`src/shared/dct_pkg.sv`:
```
// Contract
// - Mode 3 splits first timer into bytes
// - Low byte uses first timer controls
// - High byte is timer only, never external
// - High byte uses second run, second flag
// - Second timer counts internally, never sets flag
// - Second timer runs unless mode is 3
// - Overflow flags set by hardware, cleared
// - Run/flag register bit layout, run enables
// - External flag set by edge or level
// - Type bit: 0 level, 1 edge
// - Mode register bit layout per timer
// - Gate bit adds gate input qualification
// - Counter-select picks clock or pin falls
// - Mode field decodes 13/16/8-reload/split
// - Prescale: 12, 4, 48, external/8
// - Clock choice: prescaled or system clock
// - Reload high-byte clock only when split
// - Reload low-byte clock select
// - External clock synchronised before dividing
// - 13-bit overflow at 0x1FFF sets flag
// - 8-bit reload from high byte
// - Run bit does not clear counts
package dct_pkg;

  // ==========================================================
  // Register offsets
  localparam logic [7:0] RUN_FLAGS_OFFSET  = 8'h88;
  localparam logic [7:0] MODE_OFFSET       = 8'h89;
  localparam logic [7:0] FIRST_LOW_OFFSET  = 8'h8A;
  localparam logic [7:0] SECOND_LOW_OFFSET = 8'h8B;
  localparam logic [7:0] FIRST_HIGH_OFFSET = 8'h8C;
  localparam logic [7:0] SECOND_HIGH_OFFSET = 8'h8D;
  localparam logic [7:0] CLOCK_SEL_OFFSET  = 8'h8F;
  localparam logic [7:0] POLARITY_OFFSET   = 8'h90;

  // ==========================================================
  // Reset values
  localparam logic [7:0] RUN_FLAGS_RESET = 8'h00;
  localparam logic [7:0] MODE_RESET      = 8'h00;
  localparam logic [7:0] CLOCK_SEL_RESET = 8'h00;
  localparam logic [7:0] COUNT_RESET     = 8'h00;
  localparam logic [1:0] POLARITY_RESET  = 2'h0;

  // ==========================================================
  // Run and flags field positions
  localparam int SECOND_FLAG_BIT = 7;
  localparam int SECOND_RUN_BIT  = 6;
  localparam int FIRST_FLAG_BIT  = 5;
  localparam int FIRST_RUN_BIT   = 4;
  localparam int IRQ_B_FLAG_BIT  = 3;
  localparam int IRQ_B_TYPE_BIT  = 2;
  localparam int IRQ_A_FLAG_BIT  = 1;
  localparam int IRQ_A_TYPE_BIT  = 0;

  // Mode register field positions
  localparam int SECOND_GATE_BIT  = 7;
  localparam int SECOND_CSEL_BIT  = 6;
  localparam int SECOND_MODE_LSB  = 4;
  localparam int FIRST_GATE_BIT   = 3;
  localparam int FIRST_CSEL_BIT   = 2;
  localparam int FIRST_MODE_LSB   = 0;

  // Clock select field positions
  localparam int RELOAD_B_HIGH_BIT = 7;
  localparam int RELOAD_B_LOW_BIT  = 6;
  localparam int RELOAD_A_HIGH_BIT = 5;
  localparam int RELOAD_A_LOW_BIT  = 4;
  localparam int SECOND_CLOCK_BIT  = 3;
  localparam int FIRST_CLOCK_BIT   = 2;
  localparam int PRESCALE_LSB      = 0;

  // ==========================================================
  // Divider counts, pin gap and counter limits
  localparam logic [3:0] DIV12_LAST  = 4'hB;
  localparam logic [1:0] DIV4_LAST   = 2'h3;
  localparam logic [5:0] DIV48_LAST  = 6'h2F;
  localparam logic [2:0] EXT_DIV_LAST = 3'h7;
  localparam logic [1:0] PIN_GAP_LAST = 2'h3;
  localparam logic [4:0] LOW5_ONES   = 5'h1F;
  localparam logic [7:0] BYTE_ONES   = 8'hFF;

  typedef enum logic [1:0] {
    MODE_13BIT  = 2'b00,
    MODE_16BIT  = 2'b01,
    MODE_RELOAD = 2'b10,
    MODE_SPLIT  = 2'b11
  } dct_mode_e;

  typedef enum logic [1:0] {
    PRE_DIV12 = 2'b00,
    PRE_DIV4  = 2'b01,
    PRE_DIV48 = 2'b10,
    PRE_EXT8  = 2'b11
  } dct_prescale_e;

endpackage

```
`src/verilog/dct_timer_control.sv`:
```
`timescale 1ns/1ps
module dct_timer_control (
  input  wire logic       clk,
  input  wire logic       reset_n,
  input  wire logic [7:0] regAddr,
  input  wire logic [7:0] regWdata,
  input  wire logic       regWrite,
  input  wire logic       regRead,
  output logic      [7:0] regRdata,
  input  wire logic       gateInputA,
  input  wire logic       gateInputB,
  input  wire logic       countPinA,
  input  wire logic       countPinB,
  input  wire logic       extClk,
  input  wire logic       ackFirstTimer,
  input  wire logic       ackSecondTimer,
  input  wire logic       ackIrqA,
  input  wire logic       ackIrqB,
  input  wire logic       reloadTimerAExtSelect,
  input  wire logic       reloadTimerBExtSelect,
  input  wire logic       reloadTimerASplit,
  input  wire logic       reloadTimerBSplit,
  output logic            reloadTimerALowTick,
  output logic            reloadTimerAHighTick,
  output logic            reloadTimerBLowTick,
  output logic            reloadTimerBHighTick,
  output logic            secondOverflowPulse,
  output logic            firstTimerIrq,
  output logic            secondTimerIrq,
  output logic            extIrqA,
  output logic            extIrqB
);

  // ==========================================================
  // Registers
  logic [7:0] runFlags_q;
  logic [7:0] runFlags_d;
  logic [7:0] mode_q;
  logic [7:0] clkSel_q;
  logic [1:0] polarity_q;
  logic [7:0] firstLow_q;
  logic [7:0] firstLow_d;
  logic [7:0] firstHigh_q;
  logic [7:0] firstHigh_d;
  logic [7:0] secondLow_q;
  logic [7:0] secondLow_d;
  logic [7:0] secondHigh_q;
  logic [7:0] secondHigh_d;
  logic [7:0] rdata_q;
  logic [7:0] rdata_d;
  logic       secondOvf_q;

  // ==========================================================
  // Bus decode
  wire wrRunFlags = regWrite && regAddr == dct_pkg::RUN_FLAGS_OFFSET;
  wire wrMode     = regWrite && regAddr == dct_pkg::MODE_OFFSET;
  wire wrClkSel   = regWrite && regAddr == dct_pkg::CLOCK_SEL_OFFSET;
  wire wrPolarity = regWrite && regAddr == dct_pkg::POLARITY_OFFSET;
  wire wrFirstLo  = regWrite && regAddr == dct_pkg::FIRST_LOW_OFFSET;
  wire wrFirstHi  = regWrite && regAddr == dct_pkg::FIRST_HIGH_OFFSET;
  wire wrSecondLo = regWrite && regAddr == dct_pkg::SECOND_LOW_OFFSET;
  wire wrSecondHi = regWrite && regAddr == dct_pkg::SECOND_HIGH_OFFSET;

  // ==========================================================
  // Field decode
  wire                secondRun    = runFlags_q[dct_pkg::SECOND_RUN_BIT];
  wire                firstRun     = runFlags_q[dct_pkg::FIRST_RUN_BIT];
  wire                irqBType     = runFlags_q[dct_pkg::IRQ_B_TYPE_BIT];
  wire                irqAType     = runFlags_q[dct_pkg::IRQ_A_TYPE_BIT];
  wire                secondGate   = mode_q[dct_pkg::SECOND_GATE_BIT];
  wire                secondCsel   = mode_q[dct_pkg::SECOND_CSEL_BIT];
  wire                firstGate    = mode_q[dct_pkg::FIRST_GATE_BIT];
  wire                firstCsel    = mode_q[dct_pkg::FIRST_CSEL_BIT];
  wire dct_pkg::dct_mode_e secondMode =
    dct_pkg::dct_mode_e'(mode_q[dct_pkg::SECOND_MODE_LSB +: 2]);
  wire dct_pkg::dct_mode_e firstMode =
    dct_pkg::dct_mode_e'(mode_q[dct_pkg::FIRST_MODE_LSB +: 2]);
  wire dct_pkg::dct_prescale_e prescale =
    dct_pkg::dct_prescale_e'(clkSel_q[dct_pkg::PRESCALE_LSB +: 2]);
  wire firstSplit = firstMode == dct_pkg::MODE_SPLIT;

  // ==========================================================
  // Prescaler
  logic [3:0] div12_q;
  logic [1:0] div4_q;
  logic [5:0] div48_q;
  wire        div12Tick = div12_q == dct_pkg::DIV12_LAST;
  wire        div4Tick  = div4_q == dct_pkg::DIV4_LAST;
  wire        div48Tick = div48_q == dct_pkg::DIV48_LAST;

  always_ff @(posedge clk or negedge reset_n) begin
    if (!reset_n) begin
      div12_q <= 4'h0;
      div4_q  <= 2'h0;
      div48_q <= 6'h00;
    end else begin
      div12_q <= div12Tick ? 4'h0 : div12_q + 4'h1;
      div4_q  <= div4_q + 2'h1;
      div48_q <= div48Tick ? 6'h00 : div48_q + 6'h01;
    end
  end

  // External clock: the first stage feeds only the second. Edges are lost
  // if the external clock runs faster than half the system clock.
  logic       extSync1_q;
  logic       extSync2_q;
  logic       extSync3_q;
  logic [2:0] extDiv_q;
  wire        extRise  = extSync2_q && !extSync3_q;
  wire        ext8Tick = extRise && extDiv_q == dct_pkg::EXT_DIV_LAST;

  always_ff @(posedge clk or negedge reset_n) begin
    if (!reset_n) begin
      extSync1_q <= 1'b0;
      extSync2_q <= 1'b0;
      extSync3_q <= 1'b0;
      extDiv_q   <= 3'h0;
    end else begin
      extSync1_q <= extClk;
      extSync2_q <= extSync1_q;
      extSync3_q <= extSync2_q;
      if (extRise) begin
        extDiv_q <= extDiv_q + 3'h1;
      end
    end
  end

  logic preTick;
  always_comb begin
    unique case (prescale)
      dct_pkg::PRE_DIV12: preTick = div12Tick;
      dct_pkg::PRE_DIV4:  preTick = div4Tick;
      dct_pkg::PRE_DIV48: preTick = div48Tick;
      dct_pkg::PRE_EXT8:  preTick = ext8Tick;
    endcase
  end

  // ==========================================================
  // Reload timer clock selects
  // External choice comes from each reload timer's own select pin
  wire [1:0] relExtSel = {reloadTimerBExtSelect, reloadTimerAExtSelect};
  wire [1:0] relSplit  = {reloadTimerBSplit, reloadTimerASplit};
  wire [1:0] relLowBit = {clkSel_q[dct_pkg::RELOAD_B_LOW_BIT],
                          clkSel_q[dct_pkg::RELOAD_A_LOW_BIT]};
  wire [1:0] relHiBit  = {clkSel_q[dct_pkg::RELOAD_B_HIGH_BIT],
                          clkSel_q[dct_pkg::RELOAD_A_HIGH_BIT]};
  logic [1:0] relLowTick;
  logic [1:0] relHighTick;

  genvar r;
  generate
    for (r = 0; r < 2; r++) begin : gReload
      wire choice = relExtSel[r] ? ext8Tick : div12Tick;
      assign relLowTick[r]  = relLowBit[r] ? 1'b1 : choice;
      assign relHighTick[r] = relSplit[r] && (relHiBit[r] ? 1'b1 : choice);
    end
  endgenerate

  assign reloadTimerALowTick  = relLowTick[0];
  assign reloadTimerBLowTick  = relLowTick[1];
  assign reloadTimerAHighTick = relHighTick[0];
  assign reloadTimerBHighTick = relHighTick[1];

  // ==========================================================
  // Pins: index 0 is the first timer / irq A, index 1 the second / irq B
  wire [1:0] countPins = {countPinB, countPinA};
  wire [1:0] gatePins  = {gateInputB, gateInputA};
  logic [1:0] pinFall;
  logic [1:0] gateActive;
  logic [1:0] gateRise;

  genvar p;
  generate
    for (p = 0; p < 2; p++) begin : gPins
      logic       pinNow_q;
      logic       pinOld_q;
      logic [1:0] gap_q;
      logic       actOld_q;
      wire        act = polarity_q[p] ? gatePins[p] : !gatePins[p];
      assign pinFall[p]    = pinOld_q && !pinNow_q && gap_q == 2'h0;
      assign gateActive[p] = act;
      assign gateRise[p]   = act && !actOld_q;
      always_ff @(posedge clk or negedge reset_n) begin
        if (!reset_n) begin
          pinNow_q <= 1'b0;
          pinOld_q <= 1'b0;
          gap_q    <= 2'h0;
          actOld_q <= 1'b0;
        end else begin
          pinNow_q <= countPins[p];
          pinOld_q <= pinNow_q;
          actOld_q <= act;
          if (pinFall[p]) begin
            gap_q <= dct_pkg::PIN_GAP_LAST;
          end else if (gap_q != 2'h0) begin
            gap_q <= gap_q - 2'h1;
          end
        end
      end
    end
  endgenerate

  // ==========================================================
  // Enables and ticks
  wire firstEn  = firstRun && (!firstGate || gateActive[0]);
  wire firstTick = firstCsel ? pinFall[0]
                 : (clkSel_q[dct_pkg::FIRST_CLOCK_BIT] ? 1'b1 : preTick);
  wire splitHighTick = clkSel_q[dct_pkg::FIRST_CLOCK_BIT] ? 1'b1 : preTick;
  wire secondEn = firstSplit ? secondMode != dct_pkg::MODE_SPLIT
                : secondRun && (!secondGate || gateActive[1])
                  && secondMode != dct_pkg::MODE_SPLIT;
  wire secondTick = (secondCsel && !firstSplit) ? pinFall[1]
                  : (clkSel_q[dct_pkg::SECOND_CLOCK_BIT] ? 1'b1 : preTick);

  // Counting step for modes 0 to 2; returns {overflow, high, low}
  function automatic logic [16:0] stepCount(input logic [1:0] md,
                                            input logic [7:0] hi,
                                            input logic [7:0] lo);
    logic [16:0] res;
    res = {1'b0, hi, lo};
    case (md)
      dct_pkg::MODE_13BIT: begin
        if (lo[4:0] == dct_pkg::LOW5_ONES) begin
          res = {hi == dct_pkg::BYTE_ONES, hi + 8'h01, lo[7:5], 5'h00};
        end else begin
          res = {1'b0, hi, lo[7:5], lo[4:0] + 5'h01};
        end
      end
      dct_pkg::MODE_16BIT: begin
        res = {1'b0, hi, lo} + 17'h00001;
      end
      dct_pkg::MODE_RELOAD: begin
        res = (lo == dct_pkg::BYTE_ONES) ? {1'b1, hi, hi} : {1'b0, hi, lo + 8'h01};
      end
      default: begin
        res = {1'b0, hi, lo};
      end
    endcase
    return res;
  endfunction

  // ==========================================================
  // Count next values; counts only move while enabled
  logic firstOvf;
  logic secondOvf;
  logic splitHighOvf;
  logic [16:0] firstStep;
  logic [16:0] secondStep;

  always_comb begin
    firstStep    = stepCount(firstMode, firstHigh_q, firstLow_q);
    secondStep   = stepCount(secondMode, secondHigh_q, secondLow_q);
    firstLow_d   = firstLow_q;
    firstHigh_d  = firstHigh_q;
    secondLow_d  = secondLow_q;
    secondHigh_d = secondHigh_q;
    firstOvf     = 1'b0;
    secondOvf    = 1'b0;
    splitHighOvf = 1'b0;
    if (firstSplit) begin
      if (firstEn && firstTick) begin
        firstLow_d = firstLow_q + 8'h01;
        firstOvf   = firstLow_q == dct_pkg::BYTE_ONES;
      end
      if (secondRun && splitHighTick) begin
        firstHigh_d  = firstHigh_q + 8'h01;
        splitHighOvf = firstHigh_q == dct_pkg::BYTE_ONES;
      end
    end else if (firstEn && firstTick) begin
      {firstOvf, firstHigh_d, firstLow_d} = firstStep;
    end
    if (secondEn && secondTick) begin
      {secondOvf, secondHigh_d, secondLow_d} = secondStep;
    end
  end

  // ==========================================================
  // Flags: hardware set wins over software or vector clear
  wire [7:0] flagBase = wrRunFlags ? regWdata : runFlags_q;
  wire secondSet = splitHighOvf || (secondOvf && !firstSplit);
  wire irqASet   = irqAType ? gateRise[0] : gateActive[0];
  wire irqBSet   = irqBType ? gateRise[1] : gateActive[1];

  always_comb begin
    runFlags_d = flagBase;
    runFlags_d[dct_pkg::SECOND_FLAG_BIT] = secondSet
      || (flagBase[dct_pkg::SECOND_FLAG_BIT] && !ackSecondTimer);
    runFlags_d[dct_pkg::FIRST_FLAG_BIT] = firstOvf
      || (flagBase[dct_pkg::FIRST_FLAG_BIT] && !ackFirstTimer);
    runFlags_d[dct_pkg::IRQ_A_FLAG_BIT] = irqAType
      ? irqASet || (flagBase[dct_pkg::IRQ_A_FLAG_BIT] && !ackIrqA)
      : irqASet;
    runFlags_d[dct_pkg::IRQ_B_FLAG_BIT] = irqBType
      ? irqBSet || (flagBase[dct_pkg::IRQ_B_FLAG_BIT] && !ackIrqB)
      : irqBSet;
  end

  // ==========================================================
  // Register storage
  always_ff @(posedge clk or negedge reset_n) begin
    if (!reset_n) begin
      runFlags_q   <= dct_pkg::RUN_FLAGS_RESET;
      mode_q       <= dct_pkg::MODE_RESET;
      clkSel_q     <= dct_pkg::CLOCK_SEL_RESET;
      polarity_q   <= dct_pkg::POLARITY_RESET;
      firstLow_q   <= dct_pkg::COUNT_RESET;
      firstHigh_q  <= dct_pkg::COUNT_RESET;
      secondLow_q  <= dct_pkg::COUNT_RESET;
      secondHigh_q <= dct_pkg::COUNT_RESET;
      secondOvf_q  <= 1'b0;
    end else begin
      runFlags_q   <= runFlags_d;
      mode_q       <= wrMode ? regWdata : mode_q;
      clkSel_q     <= wrClkSel ? regWdata : clkSel_q;
      polarity_q   <= wrPolarity ? regWdata[1:0] : polarity_q;
      // A software write to a count byte beats the same-cycle increment
      firstLow_q   <= wrFirstLo ? regWdata : firstLow_d;
      firstHigh_q  <= wrFirstHi ? regWdata : firstHigh_d;
      secondLow_q  <= wrSecondLo ? regWdata : secondLow_d;
      secondHigh_q <= wrSecondHi ? regWdata : secondHigh_d;
      secondOvf_q  <= secondOvf;
    end
  end

  // ==========================================================
  // Read port
  always_comb begin
    unique case (regAddr)
      dct_pkg::RUN_FLAGS_OFFSET:   rdata_d = runFlags_q;
      dct_pkg::MODE_OFFSET:        rdata_d = mode_q;
      dct_pkg::CLOCK_SEL_OFFSET:   rdata_d = clkSel_q;
      dct_pkg::POLARITY_OFFSET:    rdata_d = {6'h00, polarity_q};
      dct_pkg::FIRST_LOW_OFFSET:   rdata_d = firstLow_q;
      dct_pkg::FIRST_HIGH_OFFSET:  rdata_d = firstHigh_q;
      dct_pkg::SECOND_LOW_OFFSET:  rdata_d = secondLow_q;
      dct_pkg::SECOND_HIGH_OFFSET: rdata_d = secondHigh_q;
      default:                     rdata_d = 8'h00;
    endcase
  end

  always_ff @(posedge clk or negedge reset_n) begin
    if (!reset_n) begin
      rdata_q <= 8'h00;
    end else begin
      rdata_q <= regRead ? rdata_d : 8'h00;
    end
  end

  assign regRdata            = rdata_q;
  assign secondOverflowPulse = secondOvf_q;
  assign firstTimerIrq       = runFlags_q[dct_pkg::FIRST_FLAG_BIT];
  assign secondTimerIrq      = runFlags_q[dct_pkg::SECOND_FLAG_BIT];
  assign extIrqA             = runFlags_q[dct_pkg::IRQ_A_FLAG_BIT];
  assign extIrqB             = runFlags_q[dct_pkg::IRQ_B_FLAG_BIT];

endmodule

```
`config.mk`:
```
export PLATFORM = sky130hd
export DESIGN_NAME = dct_timer_control
export DESIGN_NICKNAME = d
export VERILOG_FILES = /design/src/shared/dct_pkg.sv /design/src/verilog/dct_timer_control.sv
export SDC_FILE = /design/constraint.sdc
export NUM_CORES = 1
export LEC_CHECK = 0
export BUFFER_PORTS_ARGS = -buffer_cell sky130_fd_sc_hd__buf_2
export CAP_MARGIN = 5
export CORE_UTILIZATION = 40
export DETAILED_ROUTE_END_ITERATION = 6
export HOLD_SLACK_MARGIN = 0.05
export PLACE_DENSITY_LB_ADDON = 0.15
export SLEW_MARGIN = 25
export SYNTH_ARGS = -nofsm -noshare
export SYNTH_HDL_FRONTEND = slang
export SYNTH_SLANG_ARGS = --single-unit
```
`constraint.sdc`:
```
create_clock -name clk -period 2.05 [get_ports clk]
set_input_delay 0.1025 -clock clk [delete_from_list [all_inputs] [get_ports clk]]
set_output_delay 0.1025 -clock clk [all_outputs]
set_load 0.005 [all_outputs]
```
# After elaboration in Yosys (flattened, before gate mapping)
# Index checks and enable logic that the tools add are counted.
# Widths: inputs -> output; s select.
# op_classes
n_eq_ne,34
n_addsub,14
muxes,51
n_reduce_logical,76
# op_table
cell,n
$mux 8,14
$pmux 17 s3,2
$eq 8x8->1 const B,12
$mux 17,4
$pmux 8 s8,1
$add 16x1->17 const B,2
$add 8x1->8 const B,4
$logic_and 1x1->1,30
$mux 1,23
$logic_not 1->1,14
$reduce_bool 2->1,7
$eq 2x2->1 const B,6
$reduce_bool 4->1,3
$add 5x1->5 const B,2
$eq 5x5->1 const B,2
$logic_not 2->1,5
$ne 3x3->1 const B,3
$reduce_bool 3->1,3
$mux 2,4
$logic_or 1x1->1,7
$add 6x1->6 const B,1
$eq 2x1->1 const B,3
$eq 6x6->1 const B,1
$mux 6,1
16 further kinds,21
# word_totals
word_cells,203
inputBits,33
reg_bits,95
output_inout_bits,17

# Depth between registers and ports, before layout
# Gate-level depths: netlist of the first run.
# depth
depth_word,11
ltp_mapped,10
ltp_nobuf,10

# Worst setup path after synthesis of the first run
# Ideal clock, no wire load.
# synth_path
path_type,register -> register
start,reg secondLow_q[0]
end,reg secondHigh_q[1]
t_required_ps,1924
setup_slack_ps,-92
t_arrival_ps,2016
setup_time_ps,126
stages_incl_launch_ff,11
cell_sequence,dfrtp_1 > ha_1 > nand3_1 > inv_1 > ha_1 > nand2_1 > a21o_1 > a211oi_1 > nand2_1 > a32oi_1 > o21ai_0
# synth_between
elab_chain_len,4
# synth_lines
element,line,source
"start, declared",dct_timer_control.sv:45,logic [7:0] secondLow_q;
"start signal, assigned",dct_timer_control.sv:308,secondLow_q <= dct_pkg::COUNT_RESET;
"start signal, assigned",dct_timer_control.sv:319,secondLow_q <= wrSecondLo ? regWdata : secondLow_d;
$add 16x1->17,dct_timer_control.sv:230,"res = {1'b0, hi, lo} + 17'h00001;"
$pmux 17 s3,dct_timer_control.sv:221,case (md)
$mux 8,dct_timer_control.sv:272,if (secondEn && secondTick) begin
$mux 8,dct_timer_control.sv:320,secondHigh_q <= wrSecondHi ? regWdata : secondHigh_d;
"end signal, assigned",dct_timer_control.sv:309,secondHigh_q <= dct_pkg::COUNT_RESET;
"end signal, assigned",dct_timer_control.sv:320,
"end, declared",dct_timer_control.sv:47,logic [7:0] secondHigh_q;
# Parallel ways exist; a longest one is shown, timed or not. The select of a mux whose other input is x is not followed.
# A chain may end at the register's enable or synchronous reset.

# Final worst setup path of the first run
# layout_path
start,reg extDiv_q[1]
end,reg secondHigh_q[1]
# layout_between
elab_chain_len,8
# layout_lines
element,line,source
"start, declared",dct_timer_control.sv:108,logic [2:0] extDiv_q;
"start signal, assigned",dct_timer_control.sv:123,extDiv_q <= extDiv_q + 3'h1;
$eq 3x3->1,dct_timer_control.sv:110,wire ext8Tick = extRise && extDiv_q == dct_pkg::EXT_DIV_LAST;
$logic_and 1x1->1,dct_timer_control.sv:110,
$pmux 1 s4,dct_timer_control.sv:130,unique case (prescale)
$mux 1,dct_timer_control.sv:213,: (clkSel_q[dct_pkg::SECOND_CLOCK_BIT] ? 1'b1 : preTick);
$mux 1,dct_timer_control.sv:212,wire secondTick = (secondCsel && !firstSplit) ? pinFall[1]
$logic_and 1x1->1,dct_timer_control.sv:272,
$reduce_bool 2->1 (no line),n/a,
$reduce_and 4->1 (no line),n/a,
# Every way passes these cells.

==> results of run 1 <==
-- state kept, by name, indices dropped and copies added, names as in the netlist, 2 cells and up --
register	count
clkSel_q	8
div12_q	4
div48_q	6
div4_q	2
extDiv_q	3
firstHigh_q	8
firstLow_q	8
gPins.actOld_q	2
gPins.gap_q	4
gPins.pinNow_q	2
gPins.pinOld_q	2
mode_q	8
polarity_q	2
regRdata	8
runFlags_q	8
secondHigh_q	8
secondLow_q	8
-- critical path, cell delays in order (launching register included) --
cell      delay, ns
dfrtp_1        0.36
ha_2           0.19
ha_4           0.13
nand4b_1       0.17
nor4bb_4       0.22
buf_4          0.17
a211oi_4       0.29
nand2_4        0.15
a32oi_1        0.19
o21ai_1        0.08
-- synthesized netlist by cell type (all sizes together), types with 18 or more instances --
cell type	n
nand2	64
nor2	45
mux2i	19
nand3	27
a22oi	20
a21oi	48
o21ai	58
ha	22
clkbuf	18
inv	26
dfrtp	95
mux2	32
-- logic make-up (layout without fill, tap and decap cells) --
family / count (synthesis) / count (layout)
fa+ha+maj: 22 / 22
buf+inv: 56 / 213
mux: 56 / 56
compound gates: 195 / 196
simple gates: 224 / 224
xor+xnor: 15 / 15
flops: 95 / 95
-- layer usage --
layer / wire length [microns] / up-vias / global-route usage [%]
met5: 0 / - / 0
met4: 575 / 0 / 11.5
met3: 1270 / 42 / 3.99
met2: 9880 / 255 / 43.3
met1: 9190 / 2956 / 36.8
li1: - / 2787 / -
-- per-stage QoR --
| step | std cells | setup TNS (ns) | power [mW] |
|---|---|---|---|
| 3_5_place_dp | 968 | -2.86 | 3.36 |
| 5_1_grt | 1005 | -2.05 | 5.45 |
| 4_1_cts | 1000 | -0.399 | 5.11 |
| 2_1_floorplan | 663 | -0.0111 | 2.81 |
| 6_report | 1005 | -0.0382 | 5.18 |
| 3_3_place_gp | 968 | -2.66 | 3.31 |
-- final timing paths --
path	from	end	slack (ns)
setup / recovery	extDiv_q[1]	secondHigh_q[1]	-0.02
setup reg to reg	extDiv_q[1]	secondHigh_q[1]	-0.02
max in group asynchronous	reset_n	regRdata[4]	1.04
min in group asynchronous	reset_n	secondLow_q[5]	0.29
hold / removal	ackSecondTimer	runFlags_q[7]	0.08
hold reg to reg	extSync1_q	extSync2_q	0.37
-- power groups by stage --
stage / registers [mW] / logic [mW] / clock network (mW)
5_1_grt: 2.21 / 1.42 / 1.82
3_3_place_gp: 2.21 / 1.10 / 0
6_report: 2.19 / 1.28 / 1.71
2_1_floorplan: 2.20 / 0.617 / 0
3_5_place_dp: 2.22 / 1.14 / 0
4_1_cts: 2.18 / 1.18 / 1.75
-- layout make-up --
class / instances / share of cell area (%)
repair buffers: 171 / 15.0
well taps: 184 / 2.83
inverters: 26 / 1.20
clock inverters: 7 / 0.875
flip-flops and latches: 95 / 29.2
clock buffers: 9 / 2.76
multi-input cells: 513 / 48.2
-- repair_timing --
item	CTS	global route
pin swaps	14	28
hold endpoints to repair	49	0
gates cloned	1	0
endpoints found under the setup margin	31	35
gates resized for setup	33	65
hold buffers	8	0
setup buffers	7	6
==> impl_metrics.csv, run 1 <==
group,metric,value,unit
route,viasPerCell,6.01,
grt,grt_first_pass_wirelength,32900,microns
logic_synthesis,synth_xor_area_share,2.14,%
outcome,violations,"setup timing",
logic_synthesis,synth-simple-area-share,19.5,%
logic_synthesis,synth_top_family_by_area,"compound AO/OA/AOI/OAI gates",
cells_and_area,area_growth,32.4,%
cts,clk_pin_slew,0.08,ns
cells_and_area,final_util,55.2,%
logic_synthesis,synth_area_per_cell,9.28,sq um
floorplan,die_height,126,microns
cells_and_area,regArea,0.00238,sq mm
critical_path,cp-start-kind,"flop",
cts,cts_buffers,9,
cts,worstSkewPairLatency,0.37,ns
power_and_ir_drop,cellPowerDensity,636,mW/mm^2
cells_and_area,final_area,0.00815,sq mm
power_and_ir_drop,leakagePower,3.61,nW
route,firstDrtPassIters,6,
route,routed-via-count,6040,
route,drc,0,
power_and_ir_drop,p_comb_share,24.7,%
cells_and_area,final_common_cell,"buf_4",
grt,gr-usage-all-layers,27.1,%
logic_synthesis,syn_area,0.00615,sq mm
floorplan,ios,50,
logic_synthesis,synth_cells,663,
timing,final_hold_viol_count,0,
logic_synthesis,synth-seq-cells,95,
power_and_ir_drop,p_seq_share,42.3,%
power_and_ir_drop,ir_worst_vdd,0.415,mV
critical_path,r2r_cells,9,
grt,grt_max_degree,46,
floorplan,core_area,0.0148,sq mm
run,maxCapViolCount,0,
cells_and_area,drive_above_1_share,35.7,%
logic_synthesis,async_flop_share,100,%
grt,overflow,0,
power_and_ir_drop,p_switching,1.64,mW
timing,finalSetupViolCount,2,
placed_design,place_ws,-0.252,ns
timing,fin_ws,-0.0244,ns
placed_design,placed_area,0.00730,sq mm
timing,period_needed,2.07,ns
logic_synthesis,synth_edf_count,0,
timing,rsz0062_at_grt,"true",
logic_synthesis,synth_area_leaders,"dfrtp_1 (39%), mux2_2 (4.6%), ha_1 (4.5%)",
cells_and_area,fillers,1355,
cells_and_area,n_antenna_cell,0,
cts,clockBufferDepth,2,
logic_synthesis,synthFlopType,"dfrtp_1",
outcome,status,"finished with violations",
timing,hold_ws,0.0807,ns
cts,cts_tree,"built",
worst_hold_path,min_path_cells,3,
floorplan,start_util,41.7,%
critical_path,cp_max_fo,8,
logic_synthesis,yosys_warnings,0,
logic_synthesis,netlist.area_leader.share,38.6,%
power_and_ir_drop,p_sw_share,31.6,%
placed_design,hpwl,15500,microns
critical_path,worstSetupEndpointType,"flop",
route,post_drt_wl_per_cell,20.8,microns
timing,maxSlewHeadroom,55.2,%
timing,max_freq,482,MHz
timing,fin_skew,0.0160,ns
logic_synthesis,synth-compound-area-share,20.4,%
route,antenna_left,0,
route,drt_iter0_markers,568,
critical_path,arrival,2.31,ns
logic_synthesis,ys_seq_area_share,38.6,%
worst_hold_path,hold_class,"in2reg",
floorplan,die_area,0.0159,sq mm
logic_synthesis,yosys.area.top_type,"dfrtp_1",
floorplan,rows,44,
logic_synthesis,synthMuxAreaShare,11.2,%
placed_design,gp_congestion,0.987,
logic_synthesis,synthDistinctLibCells,79,
cts,h-tree-depth,3,
power_and_ir_drop,p_int,3.55,mW
placed_design,io_buffers,49,
logic_synthesis,synth_fa_ha_area_share,4.47,%
critical_path,cp_data_required_time,2.29,ns
timing,period_share,101,%
timing,drv_slew,0,
timing,tightest_slew,0.672,ns
floorplan,die_x,126,microns
cells_and_area,fin_nets,871,
cts,clock_sinks,95,
grt,antenna_found_initial,0,
logic_synthesis,syn_nets,718,
route,totalWireLength,20900,microns
cts,ctsRootBufferMaster,"clkbuf_16",
critical_path,path_class,"reg2reg",
cells_and_area,mostFrequentLayoutCells,"buf_4 (108), dfrtp_1 (94), nand2_1 (57), buf_2 (48), nor2_1 (41)",
power_and_ir_drop,power_frac_clock,32.9,%
cells_and_area,multi_input_area,0.00393,sq mm
grt,grt_pass1_vias,5986,
No activity file was read; power rests on OpenSTA's default activity.
==> run 2, diff against run 1 <==
Settings changed: ABC_CLOCK_PERIOD_IN_PS set to 2050, CORE_UTILIZATION 40 to 55.
==> run 2 against run 1 <==
Net effect: the run still ends with setup timing left; register-to-register slack got worse by 0.098 ns; critical path depth down 2; clock skew is 0.0048 ns lower; worst setup slack got worse by 0.098 ns; combinational power about the same; clock-buffer cell count increased by 2; worst hold slack got worse by 0.0054 ns; cell area shrank 1.9%; sequential share of layout area increased by 0.55 points; final cell count down 4.4%; highest routed layer unchanged.
==> impl_metrics.csv, run 2 (synthesis results as in run 1) <==
group,metric,value,unit
placed_design,placed_area,0.00729,sq mm
route,totalWireLength,20300,microns
cells_and_area,fin_nets,871,
route,routed-via-count,6102,
cts,worstSkewPairLatency,0.39,ns
critical_path,regToRegSetupSlack,-0.12,ns
grt,antenna_found_initial,0,
cells_and_area,regArea,0.00238,sq mm
critical_path,cpLargestDelayFamily,"compound AO/OA/AOI/OAI gates",
grt,grt_first_pass_wirelength,30900,microns
critical_path,crit_chain,"ha_2, nand3b_1, o311ai_2, o211ai_1, buf_4, o211ai_4, mux2_2",
critical_path,worstReg2RegStart,"div48_q[1]",
placed_design,hpwl,14800,microns
placed_design,io_buffers,49,
timing,max_freq,460,MHz
cts,clockBufferDepth,2,
timing,tightest_slew,0.558,ns
route,drt_iter0_markers,519,
grt,overflow,0,
critical_path,cp_data_required_time,2.33,ns
worst_hold_path,hold_end,"firstLow_q[7]",
critical_path,path_class,"reg2reg",
placed_design,dpl.cell_count,929,
placed_design,gp_congestion,0.992,
worst_hold_path,holdCritStartpoint,"regWdata[7]",
cells_and_area,area_growth,29.9,%
critical_path,cp_max_fo,6,
timing,fin_skew,0.0112,ns
critical_path,crit_path_top_delay_cell,"dfrtp_1",
run,maxCapViolCount,0,
route,firstDrtPassIters,5,
route,viasPerCell,6.35,
power_and_ir_drop,cellPowerDensity,621,mW/mm^2
critical_path,path_buf_inv,1,
timing,rsz0062_at_grt,"true",
timing,drv_slew,0,
floorplan,die_area,0.0116,sq mm
cells_and_area,drive_above_1_share,35.3,%
outcome,violations,"setup timing",
route,drc,0,
cells_and_area,fillers,813,
route,post_drt_wl_per_cell,21.1,microns
cells_and_area,mostFrequentLayoutCells,"buf_4 (107), dfrtp_1 (95), nand2_1 (58), buf_2 (48), nor2_1 (41)",
timing,finalSetupViolCount,9,
cts,ctsRootBufferMaster,"clkbuf_8",
floorplan,rows,38,
cells_and_area,stdcell_count,961,
timing,period_needed,2.17,ns
critical_path,slowest_delay,0.37,ns
critical_path,cp-start-kind,"flop",
cells_and_area,final_common_cell,"buf_4",
critical_path,reg2reg_to,"firstHigh_q[5]",
cells_and_area,multi_input_area,0.00386,sq mm
cts,cts_buffers,9,
worst_hold_path,min_path_cells,3,
outcome,status,"finished with violations",
floorplan,start_util,56.5,%
power_and_ir_drop,ir_worst_vdd,0.742,mV
critical_path,arrival,2.45,ns
grt,grt_pass1_vias,5958,
floorplan,ios,50,
grt,gr-usage-all-layers,36.0,%
cells_and_area,final_area,0.00799,sq mm
timing,fin_ws,-0.123,ns
floorplan,core_area,0.0109,sq mm
cells_and_area,n_antenna_cell,0,
power_and_ir_drop,leakagePower,3.58,nW
timing,final_hold_viol_count,0,
critical_path,worstSetupEndpointType,"flop",
timing,maxSlewHeadroom,62.3,%
cts,h-tree-depth,3,
cts,clk_pin_slew,0.10,ns
cts,clock_sinks,95,
timing,period_share,106,%
grt,grt_max_degree,59,
cts,cts_tree,"built",
critical_path,r2r_cells,7,
floorplan,die_height,108,microns
route,antenna_left,0,
worst_hold_path,hold_class,"in2reg",
floorplan,die_x,108,microns
[run 2: per-stage QoR]
step / worst slack, ns / setup TNS [ns] / total power [mW] / utilization [%] / hold slack [ns]
6_report: -0.123 / -0.558 / 4.97 / 73.4 / 0.0753
5_1_grt: -0.195 / -2.18 / 5.18 / 73.4 / 0.0833
4_1_cts: -0.0962 / -0.666 / 4.88 / 71.0 / 0.0630
3_5_place_dp: -0.283 / -3.84 / 3.35 / 67.0 / 0.121
3_3_place_gp: -0.171 / -2.32 / 3.27 / 67.0 / 0.111
2_1_floorplan: -0.0111 / -0.0111 / 2.81 / - / -0.193
[run 2: metal layers]
metal / vias to the layer above / global-route usage, % / share of wire, %
met1: 2989 / 47.1 / 41
met3: 56 / 7.51 / 7.8
met5: - / 0 / 0
met4: 0 / 17.5 / 3.8
met2: 280 / 56.6 / 47
li1: 2777 / - / -
[run 2: tightest hold or removal path, cell delays in order]
cell     delay (ns)
buf_2          0.19
nand2_1        0.08
o21ai_1        0.05
[run 2: repair_timing]
item,4_1_cts,5_1_grt
endpoints found under the setup margin,30,36
buffers inserted,2,7
pin swaps,11,20
gates resized for setup,30,60
hold buffers,8,0
endpoints found under the hold margin,44,0
[run 2: power breakdown]
group	total, mW	internal, mW	switching (mW)
clock network	1.52	0.766	0.754
logic	1.25	0.614	0.632
registers	2.20	2.05	0.156
total	4.97	3.43	1.54
[run 2: how the worst max path moves through the flow]
stage	startpoint	endpoint	slack, ns	cells past startpoint
2_1_floorplan	div48_q[0]	secondLow_q[0]	-0.01	7
3_3_place_gp	extDiv_q[0]	secondHigh_q[1]	-0.17	8
3_5_place_dp	extDiv_q[0]	secondHigh_q[5]	-0.28	9
4_1_cts	div48_q[1]	secondLow_q[0]	-0.1	7
5_1_grt	div48_q[1]	secondHigh_q[2]	-0.19	9
6_report	div48_q[1]	firstHigh_q[5]	-0.12	7
[run 2: layout make-up]
type                    count  share of cell area [%]
flip-flops and latches     95                    29.7
inverters                  26                    1.22
repair buffers            172                    15.5
well taps                 140                    2.19
clock inverters             5                    1.08
multi-input cells         512                    48.3
clock buffers              11                    1.89
==> run 3, diff against run 2 <==
Settings changed: ABC_AREA set to 1.
==> run 3 against run 2 <==
Net effect: the run now ends clean; register-to-register slack improved by 0.32 ns; worst hold slack better by 0.0081 ns; non-clock buffer count decreased by 89; power shrank 8.1%; final cell count grew 19%; critical endpoint is now reloadTimerBLowTick; largest cell class unchanged.
==> impl_metrics.csv, run 3 <==
group,metric,value,unit
critical_path,worstSetupEndpointType,"output pin",
timing,tightest_slew,0.624,ns
logic_synthesis,netlist.area_leader.share,37.7,%
logic_synthesis,synth_common_cells,"nand2_1 (278), inv_1 (107), dfrtp_1 (95)",
cts,ctsRootBufferMaster,"clkbuf_16",
floorplan,die_x,109,microns
timing,drv_slew,0,
timing,fin_ws,0.118,ns
cells_and_area,fin_nets,1054,
critical_path,path_class,"reg2out",
placed_design,io_buffers,49,
timing,period_share,94.2,%
floorplan,core_area,0.0110,sq mm
logic_synthesis,syn_area,0.00630,sq mm
grt,antenna_found_initial,1,
cts,cts_tree,"built",
cells_and_area,final_area,0.00732,sq mm
route,routed-via-count,6342,
timing,period_needed,1.93,ns
timing,maxSlewHeadroom,58.4,%
timing,finalSetupViolCount,0,
logic_synthesis,synth_edf_count,0,
cells_and_area,final_util,66.6,%
cells_and_area,drive_above_1_share,15.6,%
grt,busiest_layer,"met2",
logic_synthesis,synthDistinctLibCells,40,
route,drc,0,
logic_synthesis,synthFlopType,"dfrtp_1",
route,post_drt_wl_per_cell,15.8,microns
route,firstDrtPassIters,5,
placed_design,placed_area,0.00685,sq mm
route,totalWireLength,18000,microns
floorplan,die_height,109,microns
timing,max_freq,518,MHz
power_and_ir_drop,total_power,4.56,mW
cells_and_area,mostFrequentLayoutCells,"nand2_1 (275), inv_1 (106), dfrtp_1 (95), nor2_1 (73), nand3_1 (72)",
worst_hold_path,hold_class,"in2reg",
grt,gr-usage-all-layers,32.3,%
power_and_ir_drop,leakagePower,3.70,nW
placed_design,gp_congestion,0.960,
outcome,status,"completed",
logic_synthesis,synth_most_common_cell,"nand2_1",
cts,clk_pin_slew,0.07,ns
route,antenna_left,0,
timing,final_hold_viol_count,0,
cells_and_area,stdcell_count,1144,
critical_path,cp_data_required_time,1.95,ns
timing,fin_setup_tns,0,ns
grt,grt_max_degree,47,
grt,grt_first_pass_wirelength,28700,microns
cells_and_area,final_common_cell,"nand2_1",
logic_synthesis,yosys_warnings,0,
grt,grt_use_met1,41.9,%
floorplan,start_util,57.4,%
cts,clock_sinks,95,
placed_design,place_ws,0.0993,ns
cells_and_area,n_antenna_cell,0,
floorplan,die_area,0.0119,sq mm
timing,fin_skew,0.00753,ns
logic_synthesis,async_flop_share,100,%
logic_synthesis,synth_cells,919,
grt,grt_use_met3,6.16,%
cells_and_area,area_growth,16.1,%
power_and_ir_drop,cellPowerDensity,624,mW/mm^2
critical_path,regToRegSetupSlack,0.20,ns
logic_synthesis,syn_nets,974,
cts,worstSkewPairLatency,0.36,ns
logic_synthesis,yosys.area.top_type,"dfrtp_1",
logic_synthesis,ys_seq_area_share,37.7,%
placed_design,dpl.cell_count,1119,
cts,cts_buffers,9,
critical_path,cp_max_fo,4,
logic_synthesis,synth_area_per_cell,6.86,sq um
logic_synthesis,synth-seq-cells,95,
critical_path,cp-start-kind,"flop",
floorplan,ios,50,
route,drt_iter0_markers,476,
grt,met2_usage,51.3,%
floorplan,rows,38,
grt,grt_pass1_vias,5839,
cts,clockBufferDepth,2,
timing,hold_ws,0.0834,ns
grt,overflow,0,
logic_synthesis,synth_area_leaders,"dfrtp_1 (38%), nand2_1 (17%), inv_1 (6.4%)",
route,viasPerCell,5.54,
placed_design,hpwl,13800,microns
power_and_ir_drop,ir_worst_vdd,0.758,mV
cts,h-tree-depth,3,
run,maxCapViolCount,0,
critical_path,arrival,1.83,ns
run 3: cells by family after synthesis:
| family | synth area share (%) |
|---|---|
| AO/OA/AOI/OAI | 15.6 |
| XOR/XNOR | 2.08 |
| adder cells (fa/ha/maj) | 4.37 |
| buffers and inverters | 8.73 |
| flip-flops | 37.7 |
| AND/OR/NAND/NOR | 31.5 |
run 3: area by class of cell:
| type | count | area (sq um) |
|---|---|---|
| sequential | 95 | 2380 |
| tap | 140 | 175 |
| multi-input combinational | 683 | 3420 |
| fill | 1003 | 3660 |
| clock inverter | 7 | 105 |
| clock buffer | 9 | 225 |
| inverter | 127 | 477 |
| timing repair buffer | 83 | 536 |
run 3: where the power goes:
part / internal (mW) / leakage (nW) / switching, mW
Combinational: 0.263 / 2.29 / 0.417
Sequential: 2.00 / 1.25 / 0.0896
Clock: 0.985 / 0.158 / 0.804
run 3: critical path, stage by stage (launching register included):
cell and delay (ns):
dfrtp_1 0.40, ha_1 0.24, nand3_2 0.10, buf_4 0.12, nor2_1 0.03, a21oi_1 0.11
inv_1 0.07, or2_2 0.26, buf_2 0.12
run 3: worst paths after layout:
kind,start,end,depth (start not counted)
worst max-delay path,div12_q[0],reloadTimerBLowTick,8
worst min-delay path,regWdata[1],runFlags_q[1],3
worst max register to register,firstLow_q[0],firstHigh_q[5],12
worst min register to register,extSync1_q,extSync2_q,0
max in group asynchronous,reset_n,secondHigh_q[1],3
min in group asynchronous,reset_n,div12_q[3],2
run 3: routing by layer:
metal | vias up | wire, microns
li1 | 3144 | -
met1 | 2897 | 7760
met2 | 244 | 8260
met3 | 55 | 1310
met4 | 2 | 699
met5 | - | 10
run 3: repair_timing:
action	in CTS	in global routing
resized for setup	0	15
setup endpoints to repair	0	32
buffers inserted	0	1
endpoints found under the hold margin	50	0
hold buffers	8	0
